`src/q_regs_consts.svh`:
```
// Offsets, field positions, reset values and scaling figures for the Q channel offset and range registers.
// Assumes a 4-bit register address coming from the control port decoder.
`ifndef Q_REGS_CONSTS_SVH
`define Q_REGS_CONSTS_SVH

`define ADDR_OFFSET_ADJUST 4'ha
`define ADDR_FULL_SCALE_ADJUST 4'hb

`define RESET_OFFSET_ADJUST 16'h0000
`define RESET_FULL_SCALE_ADJUST 16'h4000

`define MASK_OFFSET_ADJUST 16'h1fff
`define MASK_FULL_SCALE_ADJUST 16'h7fff

`define OFFSET_POLARITY_POS 12
`define OFFSET_MAG_MSB 11
`define RANGE_MAG_MSB 14
`define MONOTONIC_BITS 9

`define OFFSET_MAX_UV 32'h0000_afc8
`define OFFSET_MAX_CODE 32'h0000_0fff
`define RANGE_MIN_MV 10'h258
`define RANGE_SPAN_MV 32'h0000_0190
`define RANGE_MAX_CODE 32'h0000_7fff
`define RANGE_NOMINAL_MV 10'h320

`endif

```
`src/q_regs_pkg.sv`:
```
// Types shared by the Q channel offset and range register bank.
// Assumes the constants header is included alongside by each design file.
package q_regs_pkg;

	typedef logic [15:0] word_t;

	typedef enum logic [2:0] {
		SEL_NONE = 3'h1,
		SEL_OFFSET = 3'h2,
		SEL_RANGE = 3'h4
	} reg_sel_e;

endpackage

```
`src/config_word.sv`:
```
// One 16-bit control word with a reset value and a mask of writable bits.
// Assumes write strobes from logic on the same clock; masked-out bits always hold zero.
`timescale 1ns/1ps

module config_word #(
	parameter logic [15:0] RESET_VALUE = 16'h0000,
	parameter logic [15:0] WRITE_MASK = 16'hffff
) (
	input wire logic clk,
	input wire logic nrst,
	input wire logic wr_en,
	input wire logic [15:0] wr_data,
	output logic [15:0] word_q
);

	logic [15:0] word_reg;
	logic [15:0] word_next;

	// Reserved positions are forced to zero so readback never shows host mistakes
	assign word_next = wr_en ? (wr_data & WRITE_MASK) : word_reg;

	// Word holds until the next write or reset
	always_ff @(posedge clk) begin
		if (!nrst) begin
			word_reg <= RESET_VALUE;
		end else begin
			word_reg <= word_next;
		end
	end

	assign word_q = word_reg;

endmodule

```
`src/q_channel_offset_range_regs.sv`:
```
// Q channel offset and full-scale range control registers with decoded field outputs.
// Assumes the serial control port deframer on clk presents parallel word reads and writes.
//
// Operation
// - Offset bit 12 selects polarity: 0 positive (reset), 1 negative of the same magnitude.
// - Offset bits 11:0 are an unsigned magnitude from 0 at code 0 to 45 mV at code 4095.
// - The offset magnitude resets to zero and the midpoint code gives half the maximum offset.
// - Only the nine most significant bits of each magnitude field are monotonic.
// - Range bits 14:0 map linearly from 600 mV at code 0 to 1000 mV at code 32767.
// - The range field resets to code 16384, an 800 mV full scale, register value with bit 14 set.
// - With extended control mode the range field is used; without it the span stays at 800 mV.
`timescale 1ns/1ps
`include "q_regs_consts.svh"

module q_channel_offset_range_regs (
	input wire logic clk,
	input wire logic nrst,
	input wire logic wr_en,
	input wire logic rd_en,
	input wire logic [3:0] addr,
	input wire logic [15:0] wr_data,
	input wire logic extended_control_mode,
	output logic [15:0] rd_data,
	output logic rd_valid,
	output logic offset_polarity_bit,
	output logic [11:0] offset_magnitude_field,
	output logic [14:0] range_magnitude_field,
	output logic [8:0] offset_monotonic_code,
	output logic [8:0] range_monotonic_code,
	output logic [16:0] offset_uv,
	output logic [9:0] full_scale_span
);

	localparam logic [15:0] RESET_WORDS [2] = '{`RESET_OFFSET_ADJUST, `RESET_FULL_SCALE_ADJUST};
	localparam logic [15:0] MASK_WORDS [2] = '{`MASK_OFFSET_ADJUST, `MASK_FULL_SCALE_ADJUST};

	q_regs_pkg::reg_sel_e sel;
	logic [1:0] word_wr;
	q_regs_pkg::word_t words [2];
	q_regs_pkg::word_t rd_word;
	logic [11:0] off_mag;
	logic [14:0] rng_mag;
	logic off_neg;
	logic [31:0] off_product;
	logic [31:0] off_uv_abs;
	logic [16:0] off_uv_signed;
	logic [31:0] rng_product;
	logic [31:0] rng_add_mv;
	logic [9:0] span_sel;

	logic [15:0] rd_data_reg;
	logic rd_valid_reg;
	logic polarity_reg;
	logic [11:0] off_mag_reg;
	logic [14:0] rng_mag_reg;
	logic [8:0] off_mono_reg;
	logic [8:0] rng_mono_reg;
	logic [16:0] offset_uv_reg;
	logic [9:0] span_reg;

	// Address decode; anything else selects nothing and reads zero
	assign sel = (addr == `ADDR_OFFSET_ADJUST) ? q_regs_pkg::SEL_OFFSET :
		(addr == `ADDR_FULL_SCALE_ADJUST) ? q_regs_pkg::SEL_RANGE : q_regs_pkg::SEL_NONE;
	assign word_wr[0] = wr_en && (sel == q_regs_pkg::SEL_OFFSET);
	assign word_wr[1] = wr_en && (sel == q_regs_pkg::SEL_RANGE);

	// One storage word per register; reserved bits are masked so a careless host cannot set them
	generate
		for (genvar i = 0; i < 2; i++) begin : g_word
			config_word #(
				.RESET_VALUE(RESET_WORDS[i]),
				.WRITE_MASK(MASK_WORDS[i])
			) u_word (
				.clk(clk),
				.nrst(nrst),
				.wr_en(word_wr[i]),
				.wr_data(wr_data),
				.word_q(words[i])
			);
		end
	endgenerate

	// Readback mux; a read in the write cycle returns the old value
	assign rd_word = (sel == q_regs_pkg::SEL_OFFSET) ? words[0] :
		(sel == q_regs_pkg::SEL_RANGE) ? words[1] : 16'h0000;

	// Field extraction
	assign off_neg = words[0][`OFFSET_POLARITY_POS];
	assign off_mag = words[0][`OFFSET_MAG_MSB:0];
	assign rng_mag = words[1][`RANGE_MAG_MSB:0];

	// Offset in microvolts: code * 45000 / 4095, so 4095 lands exactly on 45 mV
	assign off_product = {20'h0_0000, off_mag} * `OFFSET_MAX_UV;
	assign off_uv_abs = off_product / `OFFSET_MAX_CODE;
	assign off_uv_signed = off_neg ? 17'(~off_uv_abs[16:0] + 17'h0_0001) : off_uv_abs[16:0];

	// Range in millivolts: 600 + code * 400 / 32767, code 16384 gives 800
	assign rng_product = {17'h0_0000, rng_mag} * `RANGE_SPAN_MV;
	assign rng_add_mv = rng_product / `RANGE_MAX_CODE;
	// Without extended mode the span stays nominal; values above 800 mV need the extended mode
	assign span_sel = extended_control_mode ? 10'(`RANGE_MIN_MV + rng_add_mv[9:0]) : `RANGE_NOMINAL_MV;

	// Next values of the output flops; kept as wires so every flop below is a plain load
	// Field outputs are registered so downstream analog trims see clean levels
	logic [15:0] rd_data_next;
	logic rd_valid_next;
	logic polarity_next;
	logic [11:0] off_mag_next;
	logic [14:0] rng_mag_next;
	logic [8:0] off_mono_next;
	logic [8:0] rng_mono_next;
	logic [16:0] offset_uv_next;
	logic [9:0] span_next;

	// Read port; rd_data holds between reads, rd_valid pulses one cycle after the request
	assign rd_data_next = rd_en ? rd_word : rd_data_reg;
	assign rd_valid_next = rd_en;

	// Field copies follow the stored words by one clock
	assign polarity_next = off_neg;
	assign off_mag_next = off_mag;
	assign rng_mag_next = rng_mag;

	// Monotonic portions only; low bits are trim and may step non-monotonically
	assign off_mono_next = off_mag[`OFFSET_MAG_MSB -: `MONOTONIC_BITS];
	assign rng_mono_next = rng_mag[`RANGE_MAG_MSB -: `MONOTONIC_BITS];

	// Scaled values take the same one-clock lag as the fields they are made from
	assign offset_uv_next = off_uv_signed;
	assign span_next = span_sel;

	// Read data; cleared by reset so an early read sees zeros rather than power-up noise
	always_ff @(posedge clk) begin
		if (!nrst) begin
			rd_data_reg <= 16'h0000;
		end else begin
			rd_data_reg <= rd_data_next;
		end
	end

	// Read answer, a single-cycle pulse
	always_ff @(posedge clk) begin
		if (!nrst) begin
			rd_valid_reg <= 1'b0;
		end else begin
			rd_valid_reg <= rd_valid_next;
		end
	end

	// Offset sign; reset gives a positive offset
	always_ff @(posedge clk) begin
		if (!nrst) begin
			polarity_reg <= 1'b0;
		end else begin
			polarity_reg <= polarity_next;
		end
	end

	// Offset magnitude; reset applies no offset until the host programs one
	always_ff @(posedge clk) begin
		if (!nrst) begin
			off_mag_reg <= 12'h000;
		end else begin
			off_mag_reg <= off_mag_next;
		end
	end

	// Range magnitude; reset is the mid code so the span starts nominal
	always_ff @(posedge clk) begin
		if (!nrst) begin
			rng_mag_reg <= 15'h4000;
		end else begin
			rng_mag_reg <= rng_mag_next;
		end
	end

	// Monotonic offset code; reset matches the zero magnitude
	always_ff @(posedge clk) begin
		if (!nrst) begin
			off_mono_reg <= 9'h000;
		end else begin
			off_mono_reg <= off_mono_next;
		end
	end

	// Monotonic range code; reset is the top bits of the mid code
	always_ff @(posedge clk) begin
		if (!nrst) begin
			rng_mono_reg <= 9'h100;
		end else begin
			rng_mono_reg <= rng_mono_next;
		end
	end

	// Signed offset in microvolts; reset matches the zero offset word
	always_ff @(posedge clk) begin
		if (!nrst) begin
			offset_uv_reg <= 17'h0_0000;
		end else begin
			offset_uv_reg <= offset_uv_next;
		end
	end

	// Span in millivolts; reset is nominal whatever the mode input says, as the mid code gives the same
	always_ff @(posedge clk) begin
		if (!nrst) begin
			span_reg <= `RANGE_NOMINAL_MV;
		end else begin
			span_reg <= span_next;
		end
	end

	// Every output comes straight from its flop
	assign rd_data = rd_data_reg;
	assign rd_valid = rd_valid_reg;
	assign offset_polarity_bit = polarity_reg;
	assign offset_magnitude_field = off_mag_reg;
	assign range_magnitude_field = rng_mag_reg;
	assign offset_monotonic_code = off_mono_reg;
	assign range_monotonic_code = rng_mono_reg;
	assign offset_uv = offset_uv_reg;
	assign full_scale_span = span_reg;

endmodule

```
`config.mk`:
```
export PLATFORM = sky130hd
export DESIGN_NAME = q_channel_offset_range_regs
export DESIGN_NICKNAME = d
export VERILOG_FILES = /design/src/q_regs_pkg.sv /design/src/config_word.sv /design/src/q_channel_offset_range_regs.sv
export VERILOG_INCLUDE_DIRS = /design/src
export SDC_FILE = /design/constraint.sdc
export NUM_CORES = 1
export LEC_CHECK = 0
export ABC_AREA = 1
export BUFFER_PORTS_ARGS = -buffer_cell sky130_fd_sc_hd__buf_4
export CAP_MARGIN = 20
export CORE_ASPECT_RATIO = 0.6
export CORE_MARGIN = 2
export CORE_UTILIZATION = 58
export CTS_BUF_LIST = sky130_fd_sc_hd__clkbuf_8
export CTS_CLUSTER_DIAMETER = 100
export CTS_CLUSTER_SIZE = 8
export DETAILED_ROUTE_END_ITERATION = 10
export PLACE_DENSITY = 0.91
export SLEW_MARGIN = 40
export SYNTH_ARGS = -nofsm -noshare
export SYNTH_HDL_FRONTEND = slang
export SYNTH_SLANG_ARGS = --single-unit
```
`constraint.sdc`:
```
create_clock -name clk -period 16.7 [get_ports clk]
set_input_delay 2.505 -clock clk [delete_from_list [all_inputs] [get_ports clk]]
set_output_delay 2.505 -clock clk [all_outputs]
set_load 0.03 [all_outputs]
```
==> results of run 1 <==
## routing by layer
metal | GRT overflow | global-route usage (%)
met2 | 52 | 94.7
met1 | 3 | 82.6
met4 | 46 | 81.2
met3 | 6 | 76.7
met5 | 0 | 49.0
## kinds of logic after synthesis
family | synth area share [%]
flops | 11.3
other cells | 0.0213
xor+xnor | 3.67
compound gates | 9.12
fa+ha+maj | 16.4
simple gates | 44.4
buf+inv | 15.1
## cells in the mapped netlist (all sizes together) (2+ instances only)
cell type / instances / area, um^2
clkbuf: 24 / 90.1
inv: 584 / 2190
ha: 136 / 1700
fa: 59 / 1180
a21o: 2 / 15.0
a21oi: 105 / 548
buf: 41 / 378
nor3b: 2 / 15.0
dfxtp: 99 / 1980
o31ai: 2 / 20.0
or2: 7 / 43.8
nor4: 13 / 81.3
and3: 4 / 25.0
o41ai: 2 / 17.5
nand3: 288 / 1600
xnor2: 15 / 131
a31oi: 5 / 31.3
nand4: 58 / 363
o21a: 2 / 15.0
a21boi: 2 / 15.0
o21ai: 124 / 628
xor2: 57 / 514
o22ai: 3 / 18.8
and2: 7 / 46.3
clkinv: 2 / 7.51
nand3b: 13 / 97.6
o21bai: 7 / 52.6
nand2: 934 / 3780
nor3: 41 / 210
nor2: 374 / 1550
o221ai: 13 / 114
o211ai: 14 / 105
## metrics by stage
step	setup WS, ns	cell area, um^2	std cells
detailed placement	-1.23	22200	3990
floorplan	1.08	17600	3044
CTS	0.00792	24100	4087
global placement	-0.579	22200	3990
## timing repair
action / in CTS
hold buffers: 0
pin swaps: 100
buffers inserted: 71
gates cloned: 10
endpoints found under the setup margin: 17
gates resized for setup: 254
==> impl_metrics.csv, run 1 <==
group,metric,value,unit
cts,cts_root_buf,"clkbuf_8",
synth,synth_edf_count,0,
synth,synthCells,3044,
die,initial_core_util,58.9,%
status,lastStage,"global routing (5_1_grt)",
status,firstError,"[ERROR GRT-0232] Routing congestion too high. Check the congestion heatmap in the GUI.",
sta,worst_endpoint,"offset_uv[14]$_SDFF_PN0_/D",
grt,grt_overflow_total,107,
sta,endpoint_type,"register input",
grt,track_usage,83.5,%
synth,synth_seq_area_share,11.3,%
grt,grt_max_degree,89,
synth,synth_top_flop_cell,"dfxtp_1",
synth,synth_seq_cells,99,
synth,synth_area,0.0176,mm^2
placed_design,dpl.hpwl,50400,um
cts,htreeDepth,3,
synth,synth_cell_types,58,
cts,clk_path_buf_depth,2,
placed_design,globalplace.congestion,1.00,
placed_design,port_buffers,112,
status,outcome,"aborted with a tool error",
die,rows,49,
synth,synth_nets,3264,
die,die_w,229,um
cts,cts_buffers,9,
synth,yosys_warnings,0,
die,ios,115,
cts,clock-sinks,99,
die,die_h,139,um
synth,syn_area_per_cell,5.79,um^2
synth,async_flop_share,0,%
==> run 2, diff against run 1 <==
--- a/config.mk
+++ b/config.mk
@@ -9,14 +9,10 @@
 export ABC_AREA = 1
 export BUFFER_PORTS_ARGS = -buffer_cell sky130_fd_sc_hd__buf_4
 export CAP_MARGIN = 20
-export CORE_ASPECT_RATIO = 0.6
 export CORE_MARGIN = 2
-export CORE_UTILIZATION = 58
-export CTS_BUF_LIST = sky130_fd_sc_hd__clkbuf_8
-export CTS_CLUSTER_DIAMETER = 100
-export CTS_CLUSTER_SIZE = 8
+export CORE_UTILIZATION = 40
 export DETAILED_ROUTE_END_ITERATION = 10
-export PLACE_DENSITY = 0.91
+export PLACE_DENSITY_LB_ADDON = 0.15
 export SLEW_MARGIN = 40
 export SYNTH_ARGS = -nofsm -noshare
 export SYNTH_HDL_FRONTEND = slang
==> constraint.sdc (replaced) <==
create_clock -name clk -period 21.7 [get_ports clk]
set_input_delay 3.255 -clock clk [delete_from_list [all_inputs] [get_ports clk]]
set_output_delay 3.255 -clock clk [all_outputs]
set_load 0.03 [all_outputs]
==> impl_metrics.csv, run 2 <==
group,metric,value,unit
die,die-area,0.0457,mm^2
synth,syn_area_per_cell,5.79,um^2
sta,slew_violations,0,
pwr,peakVddDrop,70.6,uV
critical_path,rrSetupSlack,2.13,ns
drt,wirelength,47800,um
drt,viasPerCell,4.94,
synth,synthCells,3044,
finish,multi_input_area,0.0130,mm^2
synth,synth_seq_area_share,11.3,%
die,rows,76,
sta,finalCritPeriodShare,90.2,%
placed_design,globalplace.congestion,0.917,
min_path,min_path_type,"flip-flop to flip-flop",
finish,most-common-layout-cells,"nand2_1 (865), inv_1 (547), nor2_1 (331), nand3_1 (264), ha_1 (136)",
critical_path,startpoint_type,"flip-flop",
min_path,hold_end,"range_magnitude_field[9]",
synth,yosys.area.top_type_share,18.5,%
finish,drive_gt1_share,10.5,%
cts,cts_buffers,9,
grt,grt_overflow_total,0,
grt,grt_first_pass_wirelength,80200,um
critical_path,arrival,19.84,ns
grt,track_usage,21.4,%
finish,n_fill_cell,4752,
synth,synth_seq_cells,99,
grt,grt_pass1_vias,16729,
critical_path,cp_slowest_cell,"fa_1",
synth,synth_nets,3264,
finish,fin_nets,3324,
finish,layout_commonest_cell,"nand2_1",
synth,synth_cell_types,58,
critical_path,cp.buffers_inverters,14,
drt,drc,0,
critical_path,slowest_delay,0.55,ns
finish,largest_reg_flops,28,
die,initial_core_util,40.7,%
die,die_h,214,um
placed_design,port_buffers,112,
placed_design,placed_area,0.0187,mm^2
sta,timing.slew.headroom,49.3,%
synth,synth_common_cells,"nand2_1 (866), inv_1 (547), nor2_1 (332)",
critical_path,cp_top_family,"simple AND/OR/NAND/NOR gates",
critical_path,worstReg2RegEnd,"offset_uv[16]",
sta,finalSetupViolCount,0,
critical_path,end_kind,"flip-flop",
synth,synth.most_common_cell,"nand2_1",
critical_path,cp.required,21.97,ns
min_path,hold_depth,2,
drt,dr.pass1.iters,5,
critical_path,crit_cells,127,
run,maxCapViolCount,0,
min_path,min_from,"g_word[1].u_word.word_q[9]",
pwr,finalPower,0.00103,W
status,outcome,"completed",
finish,fin_area,0.0191,mm^2
critical_path,r2r_start,"g_word[0].u_word.word_q[7]",
critical_path,path_common_cell,"nand2_1",
grt,grt_max_degree,89,
die,ios,115,
synth,synth_edf_count,0,
cts,clk_path_buf_depth,2,
sta,tns,0,ns
finish,area.sequential,0.00199,mm^2
pwr,pwr_density_cell,54.0,mW/mm^2
synth,yosys.area.top_type,"nand2_1",
synth,synth_area_leaders,"nand2_1 (18%), inv_1 (12%), dfxtp_1 (11%)",
sta,worst_slew_pin_slew,0.759,ns
sta,finalHoldViolations,0,
finish,areaGrowthSynthToFinish,8.55,%
synth,synth_top_flop_cell,"dfxtp_1",
critical_path,crit_fanout,22,
grt,antenna_found_initial,1,
critical_path,worstSetupPathType,"flip-flop to flip-flop",
sta,fin_skew,0.0236,ns
cts,clk_latency,0.40,ns
pwr,p_leak,10.8,nW
finish,fin_util,44.2,%
cts,cts_tree,"done",
cts,cts_setup_buffers,0,
cts,htreeDepth,3,
placed_design,dpl.hpwl,40000,um
sta,period_needed,19.57,ns
cts,path_clk_slew,0.09,ns
synth,yosys_warnings,0,
cts,hold_buffers,0,
synth,async_flop_share,0,%
cts,cts_root_buf,"clkbuf_16",
drt,drtIter0Drc,1015,
die,coreArea,0.0433,mm^2
drt,vias,18263,
sta,fmax,0.0511,GHz
die,die_w,214,um
drt,ant_nets,0,
critical_path,ff2ff_path_depth,127,
drt,routedWlPerCell,12.9,um
cts,clock-sinks,99,
synth,synth_area,0.0176,mm^2
==> run 2: cell counts after synthesis <==
Identical to the previous run, type by type.
==> run 2: worst min-delay path, cell delays in order, from the launching register on <==
cell and delay (ns):
dfxtp_1 0.36, nand2_1 0.07, inv_1 0.03
==> run 2: final cells by class <==
| class | instances | share of cell area [%] |
|---|---|---|
| multi-input combinational | 2295 | 68.1 |
| antenna | 1 | 0.0131 |
| sequential | 99 | 10.4 |
| clock buffer | 9 | 1.18 |
| timing repair buffer | 113 | 4.46 |
| tap | 585 | 3.83 |
| clock inverter | 7 | 0.491 |
| inverter | 586 | 11.5 |
==> run 2: through the flow <==
| step | hold WS, ns | std cells | setup WS [ns] |
|---|---|---|---|
| final | 0.489 | 3695 | 2.13 |
| after global routing | 0.526 | 3694 | -0.00331 |
| after CTS | 0.491 | 3693 | 1.58 |
| after detailed placement | 0.481 | 3677 | 1.62 |
| after global placement | 0.484 | 3677 | 1.79 |
| after floorplan | 0.441 | 3044 | 6.08 |
==> run 2: power by group <==
group / internal [W] / total [W] / switching (W)
clock: 0.0000840 / 0.000176 / 0.0000924
combinational: 0.000202 / 0.000659 / 0.000457
sequential: 0.000191 / 0.000197 / 0.00000602
total: 0.000477 / 0.00103 / 0.000555
==> run 2: cell families (layout without fill, tap and decap cells) <==
group | Yosys count | after routing | share of synthesized area, %
other cells | 1 | 2 | 0.0213
fa+ha+maj | 195 | 195 | 16.4
compound gates | 284 | 284 | 9.12
simple gates | 1742 | 1743 | 44.4
xor+xnor | 72 | 72 | 3.67
flops | 99 | 99 | 11.3
buf+inv | 651 | 715 | 15.1
==> run 2: per-layer routing <==
metal	vias to the layer above	wire length, um	GRT usage [%]
met4	0	683	4.96
met1	8205	24500	30.3
met3	41	2270	3.59
met2	357	20400	33.7
met5	-	0	0
li1	9660	-	-
==> run 2: worst max-delay path by stage <==
stage	from	endpoint	slack (ns)
CTS	g_word[0].u_word.word_q[7]	offset_uv[16]	1.58
floorplan	g_word[0].u_word.word_q[10]	offset_uv[16]	6.08
finish	g_word[0].u_word.word_q[7]	offset_uv[16]	2.13
detailed placement	g_word[0].u_word.word_q[7]	offset_uv[16]	1.62
global placement	g_word[0].u_word.word_q[7]	offset_uv[16]	1.79
global route	g_word[0].u_word.word_q[7]	offset_uv[14]	-0.003
==> run 2: repair_timing <==
action,4_1_cts,5_1_grt
gates resized for setup,0,13
endpoints found under the hold margin,0,0
setup endpoints to repair,0,6
Power figures use the tool's default switching activity.
